**config.mk**
```make
export PLATFORM = sky130hd
export DESIGN_NAME = omr_routing_regs
export DESIGN_NICKNAME = d
export VERILOG_FILES = /design/src/rtl/omr_routing_regs.v /design/src/rtl/omr_field_reg.v /design/src/rtl/omr_bus_slave.v
export VERILOG_INCLUDE_DIRS = /design/src /design/src/rtl
export SDC_FILE = /design/constraint.sdc
export NUM_CORES = 1
export LEC_CHECK = 0
export BUFFER_PORTS_ARGS = -buffer_cell sky130_fd_sc_hd__buf_2
export CAP_MARGIN = 20
export CORE_MARGIN = 2
export CORE_UTILIZATION = 50
export CTS_CLUSTER_DIAMETER = 30
export DETAILED_ROUTE_END_ITERATION = 7
export HOLD_SLACK_MARGIN = 0.06
export PLACE_DENSITY = 0.87
export SLEW_MARGIN = 15
export SYNTH_ARGS = -nofsm -noshare
export SYNTH_HDL_FRONTEND = slang
export SYNTH_HIERARCHICAL = 1
export SYNTH_SLANG_ARGS = --single-unit
```
**constraint.sdc**
```tcl
create_clock -name clk_sys_i -period 5.55 [get_ports clk_sys_i]
set_clock_uncertainty 0.1 [all_clocks]
set_input_delay 0.8325 -clock clk_sys_i [delete_from_list [all_inputs] [get_ports clk_sys_i]]
set_output_delay 0.8325 -clock clk_sys_i [all_outputs]
set_load 0.05 [all_outputs]
```
**src/rtl/omr_defines.vh**
```
/*
 * constants for the output mixer routing register bank: register
 * indices, field positions, write masks and reset values.
 * assumes byte address = 4 * index on a 32-bit avalon-mm slave.
 */
`ifndef OMR_DEFINES_VH
`define OMR_DEFINES_VH

// register indices (byte address is four times these)
`define OMR_IDX_LINE_VOL   6'h1E
`define OMR_IDX_EAR_VOL    6'h1F
`define OMR_IDX_SPK_ROUTE  6'h24
`define OMR_IDX_EAR_MIX    6'h33
`define OMR_IDX_LINE_MIX   6'h34
`define OMR_IDX_CTRL       6'h38
`define OMR_IDX_STATUS     6'h39

// line output volume fields
`define OMR_BIT_LA_NEG_MUTE 6
`define OMR_BIT_LA_POS_MUTE 5
`define OMR_BIT_LA_ATTEN    4
`define OMR_MASK_LINE_VOL   16'h0070
`define OMR_RST_LINE_VOL    16'h0060

// earpiece volume fields
`define OMR_BIT_EAR_MUTE    5
`define OMR_BIT_EAR_ATTEN   4
`define OMR_MASK_EAR_VOL    16'h0030
`define OMR_RST_EAR_VOL     16'h0020

// speaker boost routing fields
`define OMR_BIT_L_TO_LDRV   4
`define OMR_BIT_R_TO_LDRV   3
`define OMR_BIT_L_TO_RDRV   1
`define OMR_BIT_R_TO_RDRV   0
`define OMR_MASK_SPK_ROUTE  16'h001B
`define OMR_RST_SPK_ROUTE   16'h0011

// earpiece mixer select fields
`define OMR_BIT_LOM_TO_EAR  4
`define OMR_BIT_ROM_TO_EAR  3
`define OMR_MASK_EAR_MIX    16'h0018
`define OMR_RST_EAR_MIX     16'h0000

// first line mixer fields
`define OMR_BIT_LOM_TO_NEG  6
`define OMR_BIT_ROM_TO_NEG  5
`define OMR_BIT_LA_MODE     4
`define OMR_BIT_RIA_TO_DIFF 2
`define OMR_BIT_LIA_TO_DIFF 1
`define OMR_BIT_LOM_TO_POS  0
`define OMR_MASK_LINE_MIX   16'h0077
`define OMR_RST_LINE_MIX    16'h0000

// control: mid-rail buffer enable
`define OMR_BIT_MIDRAIL_BUF 0
`define OMR_MASK_CTRL       16'h0001
`define OMR_RST_CTRL        16'h0000

// status bits
`define OMR_BIT_ST_SE_NOBUF 0
`define OMR_BIT_ST_EAR_CLIP 1
`define OMR_BIT_ST_LA_CLIP  2

`endif

```
**src/rtl/omr_routing_regs.v**
```verilog
/*
 * output mixer routing register bank: speaker boost routing,
 * earpiece mixer and mute, first line output pair mode, paths,
 * mutes and attenuation, reached over avalon-mm.
 * assumes byte addressing, 32-bit data, registers in the low half.
 * all route and mute outputs are registered path enables for the
 * analogue section; they follow a write by one clock.
 */
// Our own choice: the Avalon-MM register port.
`timescale 1ns/1ps
`include "omr_defines.vh"
module omr_routing_regs #(
  parameter NREG = 6
) (
  input  wire        clk_sys_i,
  input  wire        srst_i,
  input  wire        ce_i,
  input  wire [7:0]  avs_address_i,
  input  wire        avs_read_i,
  input  wire        avs_write_i,
  input  wire [31:0] avs_writedata_i,
  input  wire [3:0]  avs_byteenable_i,
  output reg  [31:0] avs_readdata_o,
  output wire        avs_waitrequest_o,
  output reg         left_mix_to_left_driver_o,
  output reg         right_mix_to_left_driver_o,
  output reg         left_mix_to_right_driver_o,
  output reg         right_mix_to_right_driver_o,
  output reg         left_outmix_to_earpiece_o,
  output reg         right_outmix_to_earpiece_o,
  output reg         earpiece_mute_o,
  output reg         earpiece_atten_o,
  output reg         line_pair_a_mode_o,
  output reg         left_outmix_to_line_a_neg_o,
  output reg         right_outmix_to_line_a_neg_o,
  output reg         right_inamp_to_line_a_diff_o,
  output reg         left_inamp_to_line_a_diff_o,
  output reg         left_outmix_to_line_a_diff_o,
  output reg         left_outmix_to_line_a_pos_o,
  output reg         line_a_neg_mute_o,
  output reg         line_a_pos_mute_o,
  output reg         line_a_atten_o,
  output reg         line_midrail_buffer_enable_o
);

  // register table lookups, used at elaboration
  function [5:0] reg_idx;
    input integer i;
    begin
      case (i)
        0:       reg_idx = `OMR_IDX_LINE_VOL;
        1:       reg_idx = `OMR_IDX_EAR_VOL;
        2:       reg_idx = `OMR_IDX_SPK_ROUTE;
        3:       reg_idx = `OMR_IDX_EAR_MIX;
        4:       reg_idx = `OMR_IDX_LINE_MIX;
        default: reg_idx = `OMR_IDX_CTRL;
      endcase
    end
  endfunction

  function [15:0] reg_mask;
    input integer i;
    begin
      case (i)
        0:       reg_mask = `OMR_MASK_LINE_VOL;
        1:       reg_mask = `OMR_MASK_EAR_VOL;
        2:       reg_mask = `OMR_MASK_SPK_ROUTE;
        3:       reg_mask = `OMR_MASK_EAR_MIX;
        4:       reg_mask = `OMR_MASK_LINE_MIX;
        default: reg_mask = `OMR_MASK_CTRL;
      endcase
    end
  endfunction

  function [15:0] reg_rst;
    input integer i;
    begin
      case (i)
        0:       reg_rst = `OMR_RST_LINE_VOL;
        1:       reg_rst = `OMR_RST_EAR_VOL;
        2:       reg_rst = `OMR_RST_SPK_ROUTE;
        3:       reg_rst = `OMR_RST_EAR_MIX;
        4:       reg_rst = `OMR_RST_LINE_MIX;
        default: reg_rst = `OMR_RST_CTRL;
      endcase
    end
  endfunction

  wire [5:0]      acc_idx;
  wire            rd_load;
  wire            wr_commit;
  wire [16*6-1:0] reg_flat;
  wire [15:0]     line_vol;
  wire [15:0]     ear_vol;
  wire [15:0]     spk_route;
  wire [15:0]     ear_mix;
  wire [15:0]     line_mix;
  wire [15:0]     ctrl;
  reg  [15:0]     status;
  reg  [15:0]     next_rdata;

  // low address bits ignored: every register is word aligned
  assign acc_idx = avs_address_i[7:2];

  omr_bus_slave u_bus (
    .clk_sys_i     (clk_sys_i),
    .srst_i        (srst_i),
    .ce_i          (ce_i),
    .read_i        (avs_read_i),
    .write_i       (avs_write_i),
    .waitrequest_o (avs_waitrequest_o),
    .rd_load_o     (rd_load),
    .wr_commit_o   (wr_commit)
  );

  // one storage register per table entry
  genvar g;
  generate
    for (g = 0; g < NREG; g = g + 1) begin : g_reg
      omr_field_reg #(
        .MASK (reg_mask(g)),
        .RST  (reg_rst(g))
      ) u_field (
        .clk_sys_i (clk_sys_i),
        .srst_i    (srst_i),
        .ce_i      (ce_i),
        .wr_i      (wr_commit && (acc_idx == reg_idx(g))),
        .be_i      (avs_byteenable_i[1:0]),
        .wdata_i   (avs_writedata_i[15:0]),
        .q_o       (reg_flat[16*g +: 16])
      );
    end
  endgenerate

  // named views of the stored registers
  assign line_vol  = reg_flat[15:0];
  assign ear_vol   = reg_flat[31:16];
  assign spk_route = reg_flat[47:32];
  assign ear_mix   = reg_flat[63:48];
  assign line_mix  = reg_flat[79:64];
  assign ctrl      = reg_flat[95:80];

  // live warnings on software's side of the bargain
  always @* begin
    status = 16'h0000;
    status[`OMR_BIT_ST_SE_NOBUF] = line_mix[`OMR_BIT_LA_MODE]
                                   & ~ctrl[`OMR_BIT_MIDRAIL_BUF];
    status[`OMR_BIT_ST_EAR_CLIP] = ear_mix[`OMR_BIT_LOM_TO_EAR]
                                   & ear_mix[`OMR_BIT_ROM_TO_EAR]
                                   & ~ear_vol[`OMR_BIT_EAR_ATTEN];
    status[`OMR_BIT_ST_LA_CLIP]  = ~line_vol[`OMR_BIT_LA_ATTEN]
                                   & (line_mix[`OMR_BIT_LA_MODE]
                                   ? line_mix[`OMR_BIT_LOM_TO_NEG]
                                     & line_mix[`OMR_BIT_ROM_TO_NEG]
                                   : (line_mix[`OMR_BIT_RIA_TO_DIFF]
                                     + line_mix[`OMR_BIT_LIA_TO_DIFF]
                                     + line_mix[`OMR_BIT_LOM_TO_POS]) > 2'd1);
  end

  // read mux; unmapped addresses answer zero
  always @* begin
    case (acc_idx)
      `OMR_IDX_LINE_VOL:  next_rdata = line_vol;
      `OMR_IDX_EAR_VOL:   next_rdata = ear_vol;
      `OMR_IDX_SPK_ROUTE: next_rdata = spk_route;
      `OMR_IDX_EAR_MIX:   next_rdata = ear_mix;
      `OMR_IDX_LINE_MIX:  next_rdata = line_mix;
      `OMR_IDX_CTRL:      next_rdata = ctrl;
      `OMR_IDX_STATUS:    next_rdata = status;
      default:            next_rdata = 16'h0000;
    endcase
  end

  // read data held until the next read is taken
  always @(posedge clk_sys_i) begin
    if (srst_i) begin
      avs_readdata_o <= 32'h0000_0000;
    end else if (rd_load) begin
      avs_readdata_o <= {16'h0000, next_rdata};
    end
  end

  // speaker boost routing, any mixer to either driver
  always @(posedge clk_sys_i) begin
    if (srst_i) begin
      left_mix_to_left_driver_o   <= 1'b1;
      right_mix_to_left_driver_o  <= 1'b0;
      left_mix_to_right_driver_o  <= 1'b0;
      right_mix_to_right_driver_o <= 1'b1;
    end else if (ce_i) begin
      left_mix_to_left_driver_o   <= spk_route[`OMR_BIT_L_TO_LDRV];
      right_mix_to_left_driver_o  <= spk_route[`OMR_BIT_R_TO_LDRV];
      left_mix_to_right_driver_o  <= spk_route[`OMR_BIT_L_TO_RDRV];
      right_mix_to_right_driver_o <= spk_route[`OMR_BIT_R_TO_RDRV];
    end
  end

  // earpiece driver mixer and output stage
  always @(posedge clk_sys_i) begin
    if (srst_i) begin
      left_outmix_to_earpiece_o  <= 1'b0;
      right_outmix_to_earpiece_o <= 1'b0;
      earpiece_mute_o            <= 1'b1;
      earpiece_atten_o           <= 1'b0;
    end else if (ce_i) begin
      left_outmix_to_earpiece_o  <= ear_mix[`OMR_BIT_LOM_TO_EAR];
      right_outmix_to_earpiece_o <= ear_mix[`OMR_BIT_ROM_TO_EAR];
      earpiece_mute_o            <= ear_vol[`OMR_BIT_EAR_MUTE];
      earpiece_atten_o           <= ear_vol[`OMR_BIT_EAR_ATTEN];
    end
  end

  // first line pair: paths only live in the mode that owns them,
  // so a stale enable from the other mode cannot reach the pins
  always @(posedge clk_sys_i) begin
    if (srst_i) begin
      line_pair_a_mode_o           <= 1'b0;
      left_outmix_to_line_a_neg_o  <= 1'b0;
      right_outmix_to_line_a_neg_o <= 1'b0;
      right_inamp_to_line_a_diff_o <= 1'b0;
      left_inamp_to_line_a_diff_o  <= 1'b0;
      left_outmix_to_line_a_diff_o <= 1'b0;
      left_outmix_to_line_a_pos_o  <= 1'b0;
    end else if (ce_i) begin
      line_pair_a_mode_o           <= line_mix[`OMR_BIT_LA_MODE];
      left_outmix_to_line_a_neg_o  <= line_mix[`OMR_BIT_LA_MODE]
                                      & line_mix[`OMR_BIT_LOM_TO_NEG];
      right_outmix_to_line_a_neg_o <= line_mix[`OMR_BIT_LA_MODE]
                                      & line_mix[`OMR_BIT_ROM_TO_NEG];
      right_inamp_to_line_a_diff_o <= ~line_mix[`OMR_BIT_LA_MODE]
                                      & line_mix[`OMR_BIT_RIA_TO_DIFF];
      left_inamp_to_line_a_diff_o  <= ~line_mix[`OMR_BIT_LA_MODE]
                                      & line_mix[`OMR_BIT_LIA_TO_DIFF];
      left_outmix_to_line_a_diff_o <= ~line_mix[`OMR_BIT_LA_MODE]
                                      & line_mix[`OMR_BIT_LOM_TO_POS];
      left_outmix_to_line_a_pos_o  <= line_mix[`OMR_BIT_LA_MODE]
                                      & line_mix[`OMR_BIT_LOM_TO_POS];
    end
  end

  // line pair output stage; mutes act in either mode
  always @(posedge clk_sys_i) begin
    if (srst_i) begin
      line_a_neg_mute_o            <= 1'b1;
      line_a_pos_mute_o            <= 1'b1;
      line_a_atten_o               <= 1'b0;
      line_midrail_buffer_enable_o <= 1'b0;
    end else if (ce_i) begin
      line_a_neg_mute_o            <= line_vol[`OMR_BIT_LA_NEG_MUTE];
      line_a_pos_mute_o            <= line_vol[`OMR_BIT_LA_POS_MUTE];
      line_a_atten_o               <= line_vol[`OMR_BIT_LA_ATTEN];
      // software owns this; not forced, only flagged in status
      line_midrail_buffer_enable_o <= ctrl[`OMR_BIT_MIDRAIL_BUF];
    end
  end

endmodule

```
**src/rtl/omr_field_reg.v**
```verilog
/*
 * one software register: masked 16-bit storage with byte lanes.
 * assumes a one-cycle write strobe from the bus handshake.
 */
`timescale 1ns/1ps
module omr_field_reg #(
  parameter [15:0] MASK = 16'hFFFF,
  parameter [15:0] RST  = 16'h0000
) (
  input  wire        clk_sys_i,
  input  wire        srst_i,
  input  wire        ce_i,
  input  wire        wr_i,
  input  wire [1:0]  be_i,
  input  wire [15:0] wdata_i,
  output reg  [15:0] q_o
);

  // unimplemented bits stay zero whatever is written
  always @(posedge clk_sys_i) begin
    if (srst_i) begin
      q_o <= RST & MASK;
    end else if (ce_i && wr_i) begin
      if (be_i[0]) begin
        q_o[7:0] <= wdata_i[7:0] & MASK[7:0];
      end
      if (be_i[1]) begin
        q_o[15:8] <= wdata_i[15:8] & MASK[15:8];
      end
    end
  end

endmodule

```
**src/rtl/omr_bus_slave.v**
```verilog
/*
 * avalon-mm handshake: one wait state on every access.
 * assumes the master holds read or write until waitrequest is low.
 */
`timescale 1ns/1ps
module omr_bus_slave (
  input  wire clk_sys_i,
  input  wire srst_i,
  input  wire ce_i,
  input  wire read_i,
  input  wire write_i,
  output reg  waitrequest_o,
  output wire rd_load_o,
  output wire wr_commit_o
);

  // read data captured while the wait state is shown
  assign rd_load_o   = ce_i && read_i && waitrequest_o;
  // write lands on the edge where waitrequest is seen low
  assign wr_commit_o = ce_i && write_i && !waitrequest_o;

  // high when idle so a new request always gets one wait cycle
  always @(posedge clk_sys_i) begin
    if (srst_i) begin
      waitrequest_o <= 1'b1;
    end else if (ce_i) begin
      if ((read_i || write_i) && waitrequest_o) begin
        waitrequest_o <= 1'b0;
      end else begin
        waitrequest_o <= 1'b1;
      end
    end
  end

endmodule

```
# == Word level (Yosys, flattened, before mapping) ==
# Index checks and enable logic that the tools add are counted.
# totals
reg_bits,54
in_bits,49
output_inout_bits,52
word_cells,80
# op_classes
n_addsub,2
magnitude_cmp,1
n_eq_ne,7
mux,3
n_bitwise,15
n_reduce_logical,25
# ops
operator,n
$pmux W7 S7,1
$eq A6 B6 Y1 const B,5
$logic_and A1 B1 Y1,17
$eq A6 B5 Y1 const B,2
$reduce_and A2 Y1,6
$and A1 B1 Y1,11
$not A1 Y1,4
$add A1 B1 Y2,1
$add A2 B1 Y2,1
$gt A2 B1 Y1 const B,1
$mux W1,2
$logic_not A1 Y1,1
$logic_or A1 B1 Y1,1

# == Depth between registers and ports, before layout ==
# depth
depth_word,6
mapped_depth,7
depth_no_buf,6

# == By module ==
# The synthesis kept the hierarchy.
# by_module_without_submodules
mod,instances,cells_per_inst,area_per_inst_um2,seq_area_each_um2
omr_routing_regs,1,291,2512.4,700.7
omr_field_reg at g_reg[4].u_field,1,38,355.3,120.1
omr_field_reg at g_reg[2].u_field,1,31,271.5,80.1
omr_field_reg at g_reg[0].u_field,1,27,224.0,60.1
omr_field_reg at g_reg[3].u_field,1,24,205.2,40.0
omr_field_reg at g_reg[1].u_field,1,24,193.9,40.0
omr_field_reg at g_reg[5].u_field,1,21,163.9,20.0
omr_bus_slave,1,7,60.1,20.0

# == Worst setup path after synthesis ==
# Ideal clock, no wire load.
# synth_timing
path_type,input to register
start,input port avs_address_i[6]
end,register g_reg[4].u_field.q_o[0]
setup_ns,0.072
t_arrival_ns,2.212
required_time_ns,5.378
slack_ns,3.167
path_stages,7
n_path_buf,3
cell_sequence,clkbuf_1 -> and4bb_2 -> clkbuf_1 -> and3_1 -> and3_1 -> buf_6 -> mux2i_1
# synth_between
elab_chain_cells,4
# synth_rtl
element,line_no,rtl
start: declaration,omr_routing_regs.v:18,"input wire [7:0] avs_address_i,"
$eq A6 B6 Y1,omr_routing_regs.v:127,".wr_i (wr_commit && (acc_idx == reg_idx(g))),"
$logic_and A1 B1 Y1,omr_routing_regs.v:127,
$logic_and A1 B1 Y1,omr_field_reg.v:23,end else if (ce_i && wr_i) begin
$reduce_and A2 Y1 (no source line),--,
end signal: assignment,omr_field_reg.v:22,q_o <= RST & MASK;
end signal: assignment,omr_field_reg.v:25,q_o[7:0] <= wdata_i[7:0] & MASK[7:0];
end: declaration,omr_field_reg.v:16,output reg [15:0] q_o
# No other way between the ends.
# A chain may end at the register's enable or synchronous reset.

# == Final worst setup path ==
# layout_timing
start,input port avs_address_i[2]
end,register avs_readdata_o[1]
# layout_between
elab_chain_cells,2
word_cells_on_any_way,8
cone_classes,7 x eq/ne; 1 x mux
# layout_rtl
element,line_no,rtl
$eq A6 B6 Y1 / $eq A6 B5 Y1 (equally long branches),omr_routing_regs.v:162,case (acc_idx)
$pmux W7 S7 (*),omr_routing_regs.v:162,
end signal: assignment,omr_routing_regs.v:179,"avs_readdata_o <= {16'h0000, next_rdata};"
end: declaration,omr_routing_regs.v:23,"output reg [31:0] avs_readdata_o,"
# Every way passes the cells marked *; elsewhere a longest branch is shown, timed or not.

==> results.md <==
* Outcome: completed
* RSZ-0062 raised after global routing: false
* Syn Area/Cell at 8.610 um^2
* Routed wire per std cell at 13.48 um
* Post-synth EDFFs at 0
* Worst hold stages at 2
* WHS at 369.1 ps
* Num CTS Buffers at 5
* Worst-skew pair later-pin latency at 320 ps
* Die area at 8703 um^2
* Pwr Density at 200.3 nW/um^2
* Yosys reg bits at 54
* Via-to-Cell Ratio at 5.190
* Cell Chain, Critical Path: buf_2, nor3b_4, nand3_2, a311oi_4, a22o_1
* All-Layer GR Usage at 18.90%
* Nets at 538
* CTS root buffer: clkbuf_8
* Synth Flop Type: dfxtp_1
* Max Cap Viol at 0
* Post-DP HPWL at 5510 um
* Area grow syn2layout at -0.2198%
* Yosys cell types at 48
* I/O pins at 101
* Pin count of the biggest net entering global routing at 59
* Min Tclk post-route at 3131 ps
* CTS clk-pin slew, worst paths at 110 ps
* Detail Route Antenna Nets at 0
* Die width at 93.29 um
* # DRC at 0
* Via count at 3,067
* Max-slew violations at 0
* Core box area at 7727 um^2
* Synth top area cells: dfxtp_1, buf_4, mux2i_1
* Leak at 0.001904 uW
* GR Util met3 at 2.256%
* First-pass GRT wire length at 13,400 um
* GPL Wtd Cong at 0.8969
* Biggest cell delay along the critical path at 750 ps
* Tightest Pin Transition at 1006 ps
* Setup crit end kind: register
* Maximum vdd ir drop at 0.1499 mV
* Fin cells at 591
* Total grt overflow at 0
* Tcrit/Tclk final at 56.42%
* Yosys top cell by area: dfxtp_1
* Met2 usage at 33.39%
* Final setup viols at 0
* Post-CTS Setup Bufs at 0
* Share of Yosys cell area claimed by the top area cell type at 27.12%
* Yosys warning count at 6
* Port Buf Inserts at 54
* Final Hold Fails at 0
* H-tree levels at 2
* # resized after CTS at 0
* Busiest grt layer: met2
* Row cnt at 32
* Post-synthesis instance area at 3986 um^2
* DRT Pass-1 Iters at 5
* Slowest CP cell: nor3b_4
* Rel. slew slack at 32.65%
* Ant diodes at 0
* Initial Utilization at 51.59%
* Met1 usage at 23.62%
* Critical Path Source Type: input port
* Syn Inst Count at 463
* Clock sink count at 54
* CTS tree: built
* Hold-fix buffer count after cts at 0
* Fmax at 319.3 MHz
* Initial antenna violation count at 0
* Crit path kind: in2reg
* Hold Path Class: reg2reg
* Critical Path RT at 5720 ps
* Commonest cells in the netlist: buf_4, dfxtp_1, mux2i_1, nand3_1, nand2b_1
* Maximum buffer depth of the clock tree at 2
* Setup_tns at 0 ps
* Vias in the first global route at 2,847
* Most common cell in the netlist: buf_4
* Routed WL at 7969 um
* Fraction of registers with async set/reset at 0%
* Die H at 93.29 um
* DRT iter0 DRCs at 244
* WP data arrival at 3300 ps
* Share of cells above drive strength 1 at 14.93%
* Placed cell count at 583
* Seq/Total Area, Yosys at 27.12%
* Biggest fanout along the worst timing path at 26
* R2R depth at 5
power breakdown:
group | internal, uW | switching, uW
registers | 390 | 1.25
clock network | 137 | 145
logic | 34.9 | 88.6
registers in the layout, indices dropped and copies added, names as in the netlist:
signal                        count
left_outmix_to_line_a_neg_o       1
avs_readdata_o                   16
earpiece_mute_o                   1
right_outmix_to_line_a_neg_o      1
line_midrail_buffer_enable_o      1
left_inamp_to_line_a_diff_o       1
left_outmix_to_line_a_pos_o       1
right_mix_to_left_driver_o        1
line_a_pos_mute_o                 1
line_a_atten_o                    1
earpiece_atten_o                  1
right_outmix_to_earpiece_o        1
line_pair_a_mode_o                1
right_mix_to_right_driver_o       1
right_inamp_to_line_a_diff_o      1
left_mix_to_right_driver_o        1
u_bus/waitrequest_o               1
g.u_field/q_o                    18
left_outmix_to_line_a_diff_o      1
line_a_neg_mute_o                 1
left_outmix_to_earpiece_o         1
left_mix_to_left_driver_o         1
cells by family after synthesis:
kind of cell               count (synthesis)  synth area share, %
DFF                                       54                27.12
other                                      7               0.6593
AOI/OAI and AO/OA                         66                13.15
adders and majority gates                  1               0.3138
muxes                                     43                10.83
and+or+nand+nor                          166                26.24
buffers and inverters                    126                21.69
per-layer routing:
metal  vias up  wire [um]
li1       1493          -
met1      1471       3443
met2        87       4017
met3        16        338
met4         0        170
met5         -          0
stage by stage:
step / cell area (um^2) / setup WS, ps / power (uW) / utilization (%)
global placement: 3861 / 2148 / 517.2 / 49.97
CTS: 3978 / 2381 / 799.0 / 51.47
floorplan: 4313 / 3167 / 546.2 / -
global route: 3978 / 2239 / 824.7 / 51.47
detailed placement: 3861 / 2070 / 519.2 / 49.97
finish: 3978 / 2419 / 796.6 / 51.47
final timing paths:
kind,startpoint,endpoint,slack [ps]
min reg2reg,left_outmix_to_line_a_neg_o,left_outmix_to_line_a_neg_o,370
max,avs_address_i[2],avs_readdata_o[1],2420
max reg2reg,g_reg[4].u_field/q_o[0],avs_readdata_o[2],3690
min,left_outmix_to_line_a_neg_o,left_outmix_to_line_a_neg_o,370
cells in the final DEF (no fill, tap or decap), drive strengths merged, types with 2 or more instances in the layout:
cell	instances
inv	3
nor2	24
a211o	6
nor2b	12
and3	11
conb	94
o2111ai	13
a22o	16
nand3b	2
nand3	37
a21oi	7
and3b	27
dfxtp	54
nor3	2
buf	55
or3	2
clkbuf	5
nand4	2
nor3b	4
o21bai	2
nand2	5
mux2i	42
o21ai	14
a2111o	2
nand2b	33
final cells by class:
class | count | area [um^2]
clock buffer | 5 | 68.82
clock inverter | 3 | 47.55
fill | 716 | 3750
inverter | 2 | 7.507
multi-input combinational | 370 | 2367
sequential | 54 | 1081
tap | 102 | 127.6
timing repair buffer | 55 | 277.8
worst max-delay path, delay by kind of cell:
kind | cells | cell delay, ps
AND/OR/NAND/NOR | 2 | 930
AO/OA/AOI/OAI | 2 | 980
buffers and inverters | 1 | 540
Power figures use the tool's default switching activity.
